File: src/hdl/pcs_cfg_params.svh
/*
 Constants for the 100 Mb/s PCS configuration register: offset, field positions,
 reset value and timeout counts. Assumes a 100 MHz management clock.
*/
`ifndef PCS_CFG_PARAMS_SVH
`define PCS_CFG_PARAMS_SVH

`define PCS_CFG_ADDR 5'h16
`define PCS_CFG_RESET 16'h0100
`define PCS_CFG_WRITE_MASK 16'h07A4
`define PCS_CFG_RESERVED_HI_MASK 16'hE000
`define PCS_CFG_MUST_ZERO_MASK 16'h185B
`define PCS_CFG_BIT_TRUE_QUIET 10
`define PCS_CFG_BIT_SD_FORCE 9
`define PCS_CFG_BIT_SD_ALGO 8
`define PCS_CFG_BIT_DESCRAMBLER_TIMEOUT_SELECT 7
`define PCS_CFG_BIT_FORCE_LINK 5
`define PCS_CFG_BIT_NRZI_BYPASS 2
`define PCS_CLK_PERIOD_NS 10
`define PCS_DESC_TIMEOUT_LONG_US 2000
`define PCS_DESC_TIMEOUT_SHORT_US 722
`define PCS_DESC_LONG_CYCLES ((`PCS_DESC_TIMEOUT_LONG_US * 1000) / `PCS_CLK_PERIOD_NS)
`define PCS_DESC_SHORT_CYCLES ((`PCS_DESC_TIMEOUT_SHORT_US * 1000) / `PCS_CLK_PERIOD_NS)

`endif

File: src/hdl/pcs_cfg_pkg.sv
/*
 Types for the 100 Mb/s PCS configuration register.
 Assumes the constants header is included by users of the offsets.
*/
package pcs_cfg_pkg;

	// Register access request from the management engine
	typedef struct packed {
		logic wr;
		logic rd;
		logic [4:0] addr;
		logic [15:0] wdata;
	} mgmt_req_s;

	// Decoded control fields
	typedef struct packed {
		logic true_quiet_tx_enable;
		logic signal_detect_force;
		logic signal_detect_algorithm_select;
		logic descrambler_timeout_select;
		logic force_100_link_good;
		logic nrzi_bypass;
	} pcs_ctrl_s;

	typedef enum logic [1:0] {
		ACC_IDLE,
		ACC_WRITE,
		ACC_READ
	} access_e;

endpackage

File: src/hdl/desc_timeout_sel.sv
/*
 Picks the descrambler loss-of-lock timeout in clock cycles.
 Assumes a 100 MHz clock; output is registered.
*/
`timescale 1ns/1ps
`include "pcs_cfg_params.svh"

module desc_timeout_sel #(
	parameter int CNT_W = 18,
	parameter int LONG_CYCLES = `PCS_DESC_LONG_CYCLES,
	parameter int SHORT_CYCLES = `PCS_DESC_SHORT_CYCLES
) (
	// Clock and reset
	input wire logic clk_i,
	input wire logic rst_i,
	// Selection
	input wire logic long_sel_i,
	// Timeout count
	output logic [CNT_W-1:0] timeout_cycles_o
);

	logic [CNT_W-1:0] timeout_reg;
	logic [CNT_W-1:0] timeout_next;

	// ***********************
	// Timeout choice
	// ***********************
	always_comb begin
		if (long_sel_i) begin
			timeout_next = CNT_W'(LONG_CYCLES);
		end else begin
			timeout_next = CNT_W'(SHORT_CYCLES);
		end
	end

	always_ff @(posedge clk_i) begin
		if (rst_i) begin
			timeout_reg <= CNT_W'(SHORT_CYCLES);
		end else begin
			timeout_reg <= timeout_next;
		end
	end

	assign timeout_cycles_o = timeout_reg;

endmodule

File: src/hdl/pcs_100m_config_status_reg.sv
/*
 The 100 Mb/s PCS configuration and status register, reached through the
 management register port at address 0x16. It stores six control fields and
 drives them to the PCS and PMA as registered levels:
  bit 10 true_quiet_tx_enable, reset 0
  bit 9 signal_detect_force, reset 0
  bit 8 signal_detect_algorithm_select, reset 1
  bit 7 descrambler_timeout_select, reset 0
  bit 5 force_100_link_good, reset 0
  bit 2 nrzi_bypass, reset 0
 Bits 15 to 13 and the must-be-zero bits are never stored and read as zero.
 A read answers one cycle after it is taken, with a one-cycle valid pulse;
 the read data then holds until the next read.
 A write reaches the controls one cycle after it is taken and the descrambler
 timeout count one cycle after that.
 A write wins over a read presented in the same cycle.
 Requests to any other address are ignored.
 Every output comes straight from a flip-flop.

 Assumes the serial management engine presents decoded single-cycle read and
 write strobes on the management clock, and that software writes zero to the
 must-be-zero bits.
*/
`timescale 1ns/1ps
`include "pcs_cfg_params.svh"

module pcs_100m_config_status_reg #(
	parameter int CNT_W = 18,
	parameter int LONG_CYCLES = `PCS_DESC_LONG_CYCLES,
	parameter int SHORT_CYCLES = `PCS_DESC_SHORT_CYCLES
) (
	// Clock and reset
	input wire logic clk_i,
	input wire logic rst_i,
	// Management request
	input wire pcs_cfg_pkg::mgmt_req_s req_i,
	// Read response
	output logic [15:0] rdata_o,
	output logic rvalid_o,
	// Controls to the PCS and PMA
	output pcs_cfg_pkg::pcs_ctrl_s ctrl_o,
	output logic [CNT_W-1:0] desc_timeout_cycles_o
);

	// ***********************
	// Field map
	// ***********************
	localparam logic [4:0] REG_ADDR = `PCS_CFG_ADDR;
	localparam logic [15:0] WR_MASK = `PCS_CFG_WRITE_MASK;
	localparam logic [15:0] HI_MASK = `PCS_CFG_RESERVED_HI_MASK;
	localparam logic [15:0] MZ_MASK = `PCS_CFG_MUST_ZERO_MASK;
	localparam logic [15:0] RD_MASK = ~(HI_MASK | MZ_MASK);
	localparam logic [15:0] CFG_RST = `PCS_CFG_RESET;
	localparam int unsigned BIT_TQ = `PCS_CFG_BIT_TRUE_QUIET;
	localparam int unsigned BIT_SDF = `PCS_CFG_BIT_SD_FORCE;
	localparam int unsigned BIT_SDA = `PCS_CFG_BIT_SD_ALGO;
	localparam int unsigned BIT_DT = `PCS_CFG_BIT_DESCRAMBLER_TIMEOUT_SELECT;
	localparam int unsigned BIT_FL = `PCS_CFG_BIT_FORCE_LINK;
	localparam int unsigned BIT_NB = `PCS_CFG_BIT_NRZI_BYPASS;

	// Control levels implied by the reset word
	localparam pcs_cfg_pkg::pcs_ctrl_s CTRL_RST = '{
		true_quiet_tx_enable: CFG_RST[BIT_TQ],
		signal_detect_force: CFG_RST[BIT_SDF],
		signal_detect_algorithm_select: CFG_RST[BIT_SDA],
		descrambler_timeout_select: CFG_RST[BIT_DT],
		force_100_link_good: CFG_RST[BIT_FL],
		nrzi_bypass: CFG_RST[BIT_NB]
	};

	// ***********************
	// Signals
	// ***********************
	logic [15:0] cfg_reg;
	logic [15:0] cfg_next;
	logic [15:0] rd_word;
	logic [15:0] rdata_reg;
	logic [15:0] rdata_next;
	logic rvalid_reg;
	logic rvalid_next;
	pcs_cfg_pkg::pcs_ctrl_s ctrl_reg;
	pcs_cfg_pkg::pcs_ctrl_s ctrl_next;
	pcs_cfg_pkg::access_e acc;
	logic hit;
	logic wr_take;
	logic rd_take;

	// ***********************
	// Access decode
	// ***********************
	// Only the one address is answered
	always_comb begin
		hit = (req_i.addr == REG_ADDR);
		if (hit && req_i.wr) begin
			acc = pcs_cfg_pkg::ACC_WRITE;
		end else if (hit && req_i.rd) begin
			acc = pcs_cfg_pkg::ACC_READ;
		end else begin
			acc = pcs_cfg_pkg::ACC_IDLE;
		end
	end

	// Write wins when both strobes arrive together
	always_comb begin
		wr_take = 1'b0;
		rd_take = 1'b0;
		case (acc)
			pcs_cfg_pkg::ACC_WRITE: begin
				wr_take = 1'b1;
			end
			pcs_cfg_pkg::ACC_READ: begin
				rd_take = 1'b1;
			end
			default: begin
				wr_take = 1'b0;
				rd_take = 1'b0;
			end
		endcase
	end

	// ***********************
	// Stored and read bits
	// ***********************
	for (genvar b = 0; b < 16; b++) begin : g_bit
		if (WR_MASK[b]) begin : g_rw
			// Field bit takes the written value
			assign cfg_next[b] = wr_take ? req_i.wdata[b] : cfg_reg[b];
		end else begin : g_fixed
			// Write dropped, bit held at zero
			assign cfg_next[b] = 1'b0;
		end
		// Read view masks reserved bits
		if (RD_MASK[b]) begin : g_live
			assign rd_word[b] = cfg_reg[b];
		end else begin : g_zero
			// Reads as zero whatever is stored
			assign rd_word[b] = 1'b0;
		end
	end

	// Bit 8 set, other fields clear
	always_ff @(posedge clk_i) begin
		if (rst_i) begin
			cfg_reg <= CFG_RST;
		end else begin
			cfg_reg <= cfg_next;
		end
	end

	// ***********************
	// Read path
	// ***********************
	// Data holds until the next read
	always_comb begin
		rdata_next = rdata_reg;
		rvalid_next = 1'b0;
		if (rd_take) begin
			rdata_next = rd_word;
			rvalid_next = 1'b1;
		end
	end

	always_ff @(posedge clk_i) begin
		if (rst_i) begin
			rdata_reg <= 16'h0000;
			rvalid_reg <= 1'b0;
		end else begin
			rdata_reg <= rdata_next;
			rvalid_reg <= rvalid_next;
		end
	end

	// ***********************
	// Control fan-out
	// ***********************
	// Controls change in step with the register
	always_comb begin
		ctrl_next.true_quiet_tx_enable = cfg_next[BIT_TQ];
		ctrl_next.signal_detect_force = cfg_next[BIT_SDF];
		ctrl_next.signal_detect_algorithm_select = cfg_next[BIT_SDA];
		ctrl_next.descrambler_timeout_select = cfg_next[BIT_DT];
		ctrl_next.force_100_link_good = cfg_next[BIT_FL];
		ctrl_next.nrzi_bypass = cfg_next[BIT_NB];
	end

	always_ff @(posedge clk_i) begin
		if (rst_i) begin
			ctrl_reg <= CTRL_RST;
		end else begin
			ctrl_reg <= ctrl_next;
		end
	end

	// ***********************
	// Descrambler timeout
	// ***********************
	desc_timeout_sel #(
		.CNT_W(CNT_W),
		.LONG_CYCLES(LONG_CYCLES),
		.SHORT_CYCLES(SHORT_CYCLES)
	) u_desc_timeout (
		.clk_i(clk_i),
		.rst_i(rst_i),
		.long_sel_i(ctrl_reg.descrambler_timeout_select),
		.timeout_cycles_o(desc_timeout_cycles_o)
	);

	// ***********************
	// Outputs
	// ***********************
	assign rdata_o = rdata_reg;
	assign rvalid_o = rvalid_reg;
	assign ctrl_o = ctrl_reg;

endmodule

File: config.mk
export PLATFORM = sky130hd
export DESIGN_NAME = pcs_100m_config_status_reg
export DESIGN_NICKNAME = d
export VERILOG_FILES = /design/src/hdl/pcs_cfg_pkg.sv /design/src/hdl/desc_timeout_sel.sv /design/src/hdl/pcs_100m_config_status_reg.sv
export VERILOG_INCLUDE_DIRS = /design/src /design/src/hdl
export SDC_FILE = /design/constraint.sdc
export NUM_CORES = 1
export LEC_CHECK = 0
export ABC_AREA = 1
export BUFFER_PORTS_ARGS = -buffer_cell sky130_fd_sc_hd__buf_2
export CAP_MARGIN = 20
export CORE_ASPECT_RATIO = 0.8
export CORE_MARGIN = 4
export CORE_UTILIZATION = 41
export CTS_BUF_LIST = sky130_fd_sc_hd__clkbuf_2
export CTS_CLUSTER_DIAMETER = 60
export DETAILED_ROUTE_END_ITERATION = 8
export PLACE_DENSITY = 0.93
export RECOVER_POWER = 50
export SLEW_MARGIN = 5
export SYNTH_ARGS = -nofsm -noshare
export SYNTH_HDL_FRONTEND = slang
export SYNTH_HIERARCHICAL = 1
export SYNTH_SLANG_ARGS = --single-unit
export TNS_END_PERCENT = 5
File: constraint.sdc
create_clock -name clk_i -period 0.8 [get_ports clk_i]
set_input_delay 0.08 -clock clk_i [delete_from_list [all_inputs] [get_ports clk_i]]
set_output_delay 0.08 -clock clk_i [all_outputs]
set_load 0.05 [all_outputs]
==> results.md, run 1 <==
- Total number of vias: 756
- First-pass iteration count of the detailed router: 3
- Post-layout net count: 179
- GPL Wtd Cong: 0.725
- Synth Cell Area: 881 µm²
- Clock Path Buffers: 2
- Failing checks: setup timing
- Floorplan core area: 0.00196 mm²
- PwrDens: 1290 mW/mm²
- Worst min path class: in2reg
- FF-to-FF setup slack: 0.10 ns
- Class of the most critical setup path: reg2out
- Number of cells produced by synthesis: 122
- Antenna Cells: 0
- Largest fanout of any net on the critical path: 4
- Unrepaired setup endpoints after global routing: true
- Number of violations reported at the end of detailed-routing iteration 0: 6
- Area share of the largest cell type after synthesis: 34.1%
- Crit end category: output port
- Crit share post-route: 116%
- Critical Path Slowest Stage Cell: dfxtp_4
- Die Area: 0.00296 mm²
- Number of buffers added by the clock tree synthesis step: 3
- Number of cells on the worst reg-to-reg path: 4
- Clk Tree Root Cell: clkbuf_2
- Number of levels the H-tree was split into: 1
- Critical path cell sequence: buf_6
- Detail-routed net length per standard cell: 10.3 µm
- Worst vdd ir: 1.05 mV
- Setup total negative slack: -1.92 ns
- TritonCTS clock tree: built
- Commonest cells after routing, fill and taps aside: conb_1, inv_1, nand2_1
- Clock network latency to the later pin of the worst-skew pair: 0.28 ns
- Post-synthesis cell type with the largest combined area: dfxtp_1
- Largest net degree at the start of global routing: 26
- Hold Slack: 0.0414 ns
- Number of storage elements in the synthesis netlist: 15
- Worst Path Arrival: 0.85 ns
- Crit path required time: 0.72 ns
- Met1 usage: 13.3%
- Sequential share of the synthesized area: 34.1%
- Number of top-level pins: 66
- GRT overflow: 0
- Clock-pin transition on the worst setup and hold timing paths: 0.14 ns
- Wire length after detailed routing: 1.82 mm
- Mean number of vias per cell: 4.27
- Max Cap Viol: 0
- Distinct cells, synth: 14
- Critical path endpoint: desc_timeout_cycles_o[8]
- Antenna-violating nets left: 0
- HPWL after detailed placement: 1.28 mm
- Critical path launch point: u_desc_timeout/timeout_cycles_o[10]$_SDFF_PP0_
- Most used routing layer: met2
- Horizontal die dimension: 59.8 µm
- Post-layout min period: 0.926 ns
- Worst path depth: 1
- GR Util All Layers: 12.5%
- Reg2reg start: cfg_reg[7]$_SDFFE_PP0N_
- Ratio of cells with drive above 1 in the final layout: 39.9%
- Delay contributed by the slowest stage of the critical path: 0.41 ns
- Count of buffers inserted at the top-level ports: 34
- Met2 track demand over resource in global routing: 22.3%
- Setup violation total in the final timing report: 20
- Most common cell after layout, fill and taps aside: conb_1
- Area growth from synthesis to final layout: 34.5%
- Top delay family on crit path: flip-flops
- Initial antenna violation count: 0
- GRT met3 Usage: 6.53%
- Via count of the first global-routing pass: 645
- Result of the run: finished, violations left
- Number of clock sinks: 15
- Count of endpoints failing hold in the final timing report: 0
- Post-layout worst setup margin: -0.126 ns
- Wire length of the first global-routing pass: 2.79 mm
- Initial standard-cell utilization of the core: 44.9%
- Cell Rows: 14
- Number of design rule violations left after detail routing: 0
- Worst Clk Skew: 0.00166 ns
- Worst R2R End: rdata_o[7]$_SDFFE_PP0N_
- Syn_area_per_cell: 7.22 µm²
- Y dimension of the die: 49.5 µm
- Total buffers and inverters traversed by the critical path: 1
- Top post-synthesis cells by area: dfxtp_1, buf_4, nand3_1
- Peak clock frequency supported by timing: 1.08 GHz
- Type of element launching the critical path: flop
- Static leakage power: 0.588 nW
- Total Power: 1.53 mW
- Number of buffers inserted to repair setup after CTS: 0
- Count of yosys warnings during synthesis: 6
- Slew Limit Fails: 0
==> final cells by class <==
type	instances	area, µm²
Clock buffer	4	20.0
Fill cell	162	777
Inverter	17	63.8
Multi-Input combinational cell	77	340
Sequential cell	15	329
Tap cell	24	30.0
Timing Repair Buffer	40	402
==> routing by layer <==
layer	routed length, µm	share of wire [%]
met4	0	0
met2	926	51
met3	221	12
met1	671	37
met5	0	0
==> cells by family (layout without fill, tap and decap cells) <==
kind of cell	after synthesis	after routing	share of synthesized area, %
other cells	3	21	1.28
compound gates	11	11	6.25
flops	15	15	34.1
buf+inv	48	61	34.9
simple gates	45	45	23.4
==> worst min path at each step <==
| stage | end | from | slack, ns | cells past startpoint |
|---|---|---|---|---|
| after floorplan | u_desc_timeout/timeout_cycles_o[10]$_SDFF_PP0_ | rst_i | 0.14 | 1 |
| after global placement | u_desc_timeout/timeout_cycles_o[10]$_SDFF_PP0_ | rst_i | 0.28 | 2 |
| after detailed placement | u_desc_timeout/timeout_cycles_o[10]$_SDFF_PP0_ | rst_i | 0.29 | 2 |
| after CTS | cfg_reg[8]$_SDFFE_PP1N_ | req_i[8] | 0.05 | 3 |
| after global routing | cfg_reg[8]$_SDFFE_PP1N_ | req_i[8] | 0.05 | 3 |
| final | cfg_reg[8]$_SDFFE_PP1N_ | req_i[8] | 0.04 | 3 |
==> metrics by stage <==
step	instances	worst slack (ns)	utilization [%]	cell area, µm²
2_1_floorplan	140	-0.0411	-	965
3_3_place_gp	171	-0.0592	49.1	963
3_5_place_dp	171	-0.0926	49.1	963
4_1_cts	177	-0.123	59.4	1170
5_1_grt	177	-0.171	60.4	1180
6_report	177	-0.126	60.4	1180
==> where the power goes <==
group	total [mW]	leakage, nW	internal, mW	switching [mW]
clock	0.373	0.0166	0.133	0.240
sequential	0.750	0.128	0.742	0.00790
combinational	0.407	0.443	0.0836	0.323
total	1.53	0.588	0.958	0.572
==> cells in the mapped netlist <==
library cell and instances:
nor2_2 2, nand3_1 13, buf_6 4, nor2_1 12, dfxtp_1 15, a21oi_1 11
buf_4 26, nand2_1 15, nand2_2 1, nor2_4 1, conb_1 3, inv_1 17
nand3_2 1, buf_1 1
==> repair_timing <==
action                                  4_1_cts  5_1_grt
endpoints found under the hold margin         2        0
endpoints found under the setup margin       20       20
hold buffers                                  2        0
gates resized for setup                      52        6
No activity file was read; power rests on OpenSTA's default activity.
==> inputs of run 2 (changes only) <==
--- a/config.mk
+++ b/config.mk
@@ -11,11 +11,11 @@
 export CAP_MARGIN = 20
 export CORE_ASPECT_RATIO = 0.8
 export CORE_MARGIN = 4
-export CORE_UTILIZATION = 41
+export CORE_UTILIZATION = 25
 export CTS_BUF_LIST = sky130_fd_sc_hd__clkbuf_2
 export CTS_CLUSTER_DIAMETER = 60
 export DETAILED_ROUTE_END_ITERATION = 8
-export PLACE_DENSITY = 0.93
+export PLACE_DENSITY = 0.65
 export RECOVER_POWER = 50
 export SLEW_MARGIN = 5
 export SYNTH_ARGS = -nofsm -noshare
==> results.md, run 2 (synthesized netlist as in run 1, its figures left out) <==
- Crit path required time: 0.72 ns (about the same)
- Type of element launching the critical path: flop
- Crit end category: output port
- Number of design rule violations left after detail routing: 0 (unchanged)
- Number of clock sinks: 15 (unchanged)
- Setup violation total in the final timing report: 20 (unchanged)
- GR Util All Layers: 7.91% (-4.6 points)
- HPWL after detailed placement: 1.30 mm (+1.4%)
- Max Cap Viol: 0 (unchanged)
- Post-layout net count: 178 (-0.56%)
- Most common cell after layout, fill and taps aside: conb_1
- Post-layout worst setup margin: -0.120 ns (+0.00585 ns)
- Number of levels the H-tree was split into: 1 (unchanged)
- Wire length after detailed routing: 1.81 mm (-0.55%)
- Worst Path Arrival: 0.84 ns (about the same)
- Clock-pin transition on the worst setup and hold timing paths: 0.14 ns (about the same)
- Post-layout min period: 0.920 ns (-0.00585 ns)
- Clock Path Buffers: 2 (unchanged)
- Number of cells on the worst reg-to-reg path: 4 (unchanged)
- Result of the run: finished, violations left
- Routed length on met2: 892 µm (-3.7%)
- Worst Min Path Start: req_i[8]
- Largest fanout of any net on the critical path: 4 (unchanged)
- Antenna-violating nets left: 0 (unchanged)
- Top delay family on crit path: flip-flops
- Worst hold path endpoint: cfg_reg[8]$_SDFFE_PP1N_
- Reg2reg start: cfg_reg[8]$_SDFFE_PP1N_
- TritonCTS clock tree: built
- Net Sw Frac: 37.2% (-0.21 points)
- Worst vdd ir: 0.504 mV (-52%)
- Unrepaired setup endpoints after global routing: true
- GPL Wtd Cong: 0.666 (-8.2%)
- Clock network latency to the later pin of the worst-skew pair: 0.28 ns (about the same)
- First-pass iteration count of the detailed router: 3 (unchanged)
- Initial antenna violation count: 0 (unchanged)
- Total number of vias: 736 (-2.6%)
- Class of the most critical setup path: reg2out
- Worst hold path depth: 3 (unchanged)
- Worst Clk Skew: 0.00564 ns (+0.00398 ns)
- Routed wl met3: 166 µm (-25%)
- Setup total negative slack: -1.86 ns (+0.0636 ns)
- PwrDens: 1280 mW/mm² (-1.2%)
- Delay contributed by the slowest stage of the critical path: 0.40 ns (about the same)
- GRT overflow: 0 (unchanged)
- Ratio of cells with drive above 1 in the final layout: 38.8% (-1.1 points)
- Via count of the first global-routing pass: 599 (-7.1%)
- Critical Path Slowest Stage Cell: dfxtp_4
- Combinational share of power: 26.6% (about the same)
- Final design utilization: 37.1% (-23 points)
- Peak clock frequency supported by timing: 1.09 GHz (+0.64%)
- Placed Area: 988 µm² (+2.6%)
- Highest routed layer: met4
- Count of endpoints failing hold in the final timing report: 0 (unchanged)
- Crit share post-route: 115% (-0.73 points)
- Cell Rows: 18 (+4)
- Number of violations reported at the end of detailed-routing iteration 0: 40 (+34)
- Number of buffers added by the clock tree synthesis step: 3 (unchanged)
- Count of buffers inserted at the top-level ports: 34 (unchanged)
- Slew Limit Fails: 0 (unchanged)
- Worst R2R End: rdata_o[8]$_SDFFE_PP0N_
- Failing checks: setup timing
- Horizontal die dimension: 74.4 µm (+24%)
- Wire length of the first global-routing pass: 2.73 mm (-2.2%)
- Worst min path class: in2reg
- Initial standard-cell utilization of the core: 27.4% (-18 points)
- Static leakage power: 0.583 nW (-0.84%)
- Largest net degree at the start of global routing: 26 (unchanged)
- Power share of the clock group: 24.3% (about the same)
- Detail-routed net length per standard cell: 9.42 µm (-8.3%)
- Y dimension of the die: 61.1 µm (+24%)
- Die Area: 0.00454 mm² (+54%)
- Mean number of vias per cell: 3.83 (-10%)
- Area growth from synthesis to final layout: 35.8%
- Internal: 959 µW (about the same)
- Commonest cells after routing, fill and taps aside: conb_1, inv_1, nand2_1
- Antenna Cells: 0 (unchanged)
- Critical path cell sequence: buf_6
- Portion of total power attributed to sequential cells: 49.1% (about the same)
- Switching power of the nets: 567 µW (-0.83%)
- Clk Tree Root Cell: clkbuf_2
- Total buffers and inverters traversed by the critical path: 1 (unchanged)
- Met1 wire length: 744 µm (+11%)
- Number of top-level pins: 66 (unchanged)
- Post-route standard cell area excluding fillers: 0.00120 mm² (+0.95%)
- FF-to-FF setup slack: 0.10 ns (about the same)
- Floorplan core area: 0.00322 mm² (+64%)
[run 2: tightest hold or removal path, delay by kind of cell]
family / cells / cell delay (ns)
simple gates: 2 / 0.13
buf+inv: 1 / 0.07
[run 2: area by class of cell]
cell class,count,area [µm²]
clock buffers,4,20.0
inverters,17,63.8
flip-flops and latches,15,329
multi-input cells,77,335
fillers,363,2020
well taps,40,50.0
repair buffers,39,398
[run 2: timing repair]
item / in CTS / in global routing
hold endpoints to repair: 2 / 0
buffers inserted: 0 / 0
endpoints found under the setup margin: 20 / 20
gates resized for setup: 54 / 5
hold buffers: 2 / 0
[run 2: worst max-delay path by stage]
stage | start | slack (ns) | endpoint | cells past startpoint
3_3_place_gp | req_i[19] | -0.07 | cfg_reg[8]$_SDFFE_PP1N_ | 8
5_1_grt | u_desc_timeout/timeout_cycles_o[10]$_SDFF_PP0_ | -0.16 | desc_timeout_cycles_o[10] | 1
3_5_place_dp | req_i[19] | -0.09 | rdata_o[8]$_SDFFE_PP0N_ | 8
2_1_floorplan | rdata_o[9]$_SDFFE_PP0N_ | -0.04 | rdata_o[9]$_SDFFE_PP0N_ | 2
6_report | u_desc_timeout/timeout_cycles_o[10]$_SDFF_PP0_ | -0.12 | desc_timeout_cycles_o[10] | 1
4_1_cts | u_desc_timeout/timeout_cycles_o[10]$_SDFF_PP0_ | -0.14 | desc_timeout_cycles_o[8] | 1
[run 2: metal layers]
| layer | up-vias | GRT usage (%) |
|---|---|---|
| met5 | - | 0 |
| met4 | 0 | 0.761 |
| met3 | 2 | 3.75 |
| met2 | 28 | 13.8 |
| met1 | 324 | 9.30 |
| li1 | 382 | - |
[run 2: stage by stage]
stage	cells	setup WS (ns)	hold WS [ns]	power, mW
after CTS	192	-0.136	0.00695	1.56
after floorplan	140	-0.0411	0.139	1.18
after detailed placement	186	-0.0898	0.289	1.16
after global placement	186	-0.0736	0.281	1.16
final	192	-0.120	0.0202	1.53
after global routing	192	-0.159	0.0130	1.60
[run 2: power by group through the flow]
stage | registers, mW | logic, mW | clock network [mW]
after detailed placement | 0.776 | 0.386 | 0
final | 0.750 | 0.405 | 0.371
after global routing | 0.752 | 0.432 | 0.418
after CTS | 0.756 | 0.409 | 0.395
after floorplan | 0.800 | 0.380 | 0
after global placement | 0.776 | 0.386 | 0
==> inputs of run 3 (changes only) <==
--- a/config.mk
+++ b/config.mk
@@ -15,6 +15,7 @@
 export CTS_BUF_LIST = sky130_fd_sc_hd__clkbuf_2
 export CTS_CLUSTER_DIAMETER = 60
 export DETAILED_ROUTE_END_ITERATION = 8
+export HOLD_SLACK_MARGIN = 0.08
 export PLACE_DENSITY = 0.65
 export RECOVER_POWER = 50
 export SLEW_MARGIN = 5
==> constraint.sdc (replaced) <==
create_clock -name clk_i -period 1.1 [get_ports clk_i]
set_input_delay 0.11 -clock clk_i [delete_from_list [all_inputs] [get_ports clk_i]]
set_output_delay 0.11 -clock clk_i [all_outputs]
set_load 0.05 [all_outputs]
==> results.md, run 3 (synthesized netlist as in run 1, its figures left out) <==
- Met1 usage: 8.90% (-0.40 points)
- Post-layout net count: 178 (unchanged)
- Result of the run: complete, no violations
- First-pass iteration count of the detailed router: 5 (+2)
- Detail-routed net length per standard cell: 8.93 µm (-5.3%)
- Floorplan core area: 0.00322 mm² (unchanged)
- Clk Tree Root Cell: clkbuf_2
- Setup total negative slack: 0 ns (+1.86 ns)
- Number of clock sinks: 15 (unchanged)
- TritonCTS clock tree: built
- Clock Path Buffers: 2 (unchanged)
- Y dimension of the die: 61.1 µm (unchanged)
- GRT overflow: 0 (unchanged)
- Delay contributed by the slowest stage of the critical path: 0.37 ns (-0.03 ns)
- Class of the most critical setup path: reg2out
- Most common cell after layout, fill and taps aside: buf_2
- Area of combinational cells with multiple inputs: 340 µm² (+1.5%)
- Worst min path class: in2reg
- Largest net degree at the start of global routing: 26 (unchanged)
- Unrepaired setup endpoints after global routing: true
- Most used routing layer: met2
- PwrDens: 1080 mW/mm² (-16%)
- Wire length of the first global-routing pass: 2.50 mm (-8.6%)
- Crit share post-route: 94.5%
- Total Power: 1.10 mW (-28%)
- Worst Path Arrival: 0.93 ns (+0.09 ns)
- Critical path cell sequence: buf_2
- GRT met3 Usage: 4.24% (+0.49 points)
- Critical Path Slowest Stage Cell: dfxtp_1
- FF-to-FF setup slack: 0.41 ns (+0.31 ns)
- Area growth from synthesis to final layout: 16.2%
- HPWL after detailed placement: 1.31 mm (+0.88%)
- GR Util All Layers: 7.22% (-0.69 points)
- Layout fillers: 370 (+1.9%)
- Static leakage power: 0.535 nW (-8.1%)
- Count of endpoints failing hold in the final timing report: 0 (unchanged)
- Worst vdd ir: 0.271 mV (-46%)
- Setup Slack @ Placement: 0.188 ns (+0.277 ns)
- Slew Limit Fails: 0 (unchanged)
- Clock network latency to the later pin of the worst-skew pair: 0.29 ns (about the same)
- Peak clock frequency supported by timing: 0.962 GHz
- Post-layout min period: 1.04 ns
- Largest fanout of any net on the critical path: 4 (unchanged)
- Initial standard-cell utilization of the core: 27.4% (unchanged)
- Number of levels the H-tree was split into: 1 (unchanged)
- Top delay family on crit path: flip-flops
- Initial antenna violation count: 0 (unchanged)
- Via count of the first global-routing pass: 541 (-9.7%)
- Max Cap Viol: 0 (unchanged)
- Number of design rule violations left after detail routing: 0 (unchanged)
- Total buffers and inverters traversed by the critical path: 1 (unchanged)
- Horizontal die dimension: 74.4 µm (unchanged)
- Post-layout worst setup margin: 0.0604 ns (+0.181 ns)
- Die Area: 0.00454 mm² (unchanged)
- Antenna-violating nets left: 0 (unchanged)
- Area taken by flip-flops and latches: 303 µm² (-8.0%)
- Antenna Cells: 0 (unchanged)
- Setup violation total in the final timing report: 0 (-100%)
- Final design utilization: 31.8% (-5.4 points)
- Number of violations reported at the end of detailed-routing iteration 0: 45 (+13%)
- Total number of vias: 704 (-4.3%)
- Clock-pin transition on the worst setup and hold timing paths: 0.15 ns (about the same)
- Crit path required time: 0.99 ns (+0.27 ns)
- Worst Clk Skew: 0.00871 ns (+0.00307 ns)
- Number of top-level pins: 66 (unchanged)
- Mean number of vias per cell: 3.67 (-4.3%)
- Ratio of cells with drive above 1 in the final layout: 32.2% (-6.6 points)
- Cell Rows: 18 (unchanged)
- Type of element launching the critical path: flop
- Number of buffers added by the clock tree synthesis step: 3 (unchanged)
- GPL Wtd Cong: 0.677 (+1.7%)
- Wire length after detailed routing: 1.71 mm (-5.3%)
- Count of buffers inserted at the top-level ports: 34 (unchanged)
- Number of buffers inserted to repair setup after CTS: 0 (unchanged)
- Crit end category: output port
- Commonest cells after routing, fill and taps aside: buf_2, conb_1, inv_1
- Met2 track demand over resource in global routing: 11.0% (-2.8 points)
run 3: routing by layer:
metal,routed length (µm),part of all wire [%],vias to the layer above
met5,0,0,-
met4,9,0.53,0
met3,222,13,2
met2,744,43,33
met1,737,43,287
li1,-,-,382
run 3: what timing repair did:
| action | in CTS | in global routing |
|---|---|---|
| endpoints found under the hold margin | 4 | 0 |
| hold buffers | 2 | 0 |
| resized for setup | 3 | 8 |
| endpoints found under the setup margin | 3 | 11 |
run 3: layout make-up:
class                           count  area share (%)
Clock inverter                      1           0.489
Multi-Input combinational cell     77            33.3
Clock buffer                        3            1.47
Inverter                           17            6.60
Tap cell                           40            4.89
Timing Repair Buffer               39            23.7
Sequential cell                    15            29.6
run 3: final timing paths:
check                                                                    start                                              to  cells past startpoint
worst min-delay path                                                  req_i[5]                         cfg_reg[5]$_SDFFE_PP0N_                      5
worst max register to register                         cfg_reg[8]$_SDFFE_PP1N_                         rdata_o[8]$_SDFFE_PP0N_                      4
worst min register to register                         cfg_reg[7]$_SDFFE_PP0N_  u_desc_timeout/timeout_cycles_o[12]$_SDFF_PP1_                      1
worst max-delay path            u_desc_timeout/timeout_cycles_o[10]$_SDFF_PP0_                        desc_timeout_cycles_o[8]                      1
run 3: report_power, final:
part	total (mW)	internal (mW)	switching (mW)
combinational	0.284	0.0502	0.234
clock	0.264	0.0822	0.182
sequential	0.552	0.549	0.00338
run 3: tightest hold or removal path: cells and delay by family:
| family | cells | cell delay, ns |
|---|---|---|
| buffers and inverters | 2 | 0.13 |
| and+or+nand+nor | 3 | 0.15 |
run 3: stage by stage:
| stage | cells | hold WS (ns) | area, µm² |
|---|---|---|---|
| 3_3_place_gp | 186 | 0.318 | 960 |
| 3_5_place_dp | 186 | 0.327 | 960 |
| 2_1_floorplan | 140 | 0.177 | 948 |
| 6_report | 192 | 0.114 | 1020 |
| 5_1_grt | 192 | 0.122 | 1020 |
| 4_1_cts | 192 | 0.0947 | 1010 |
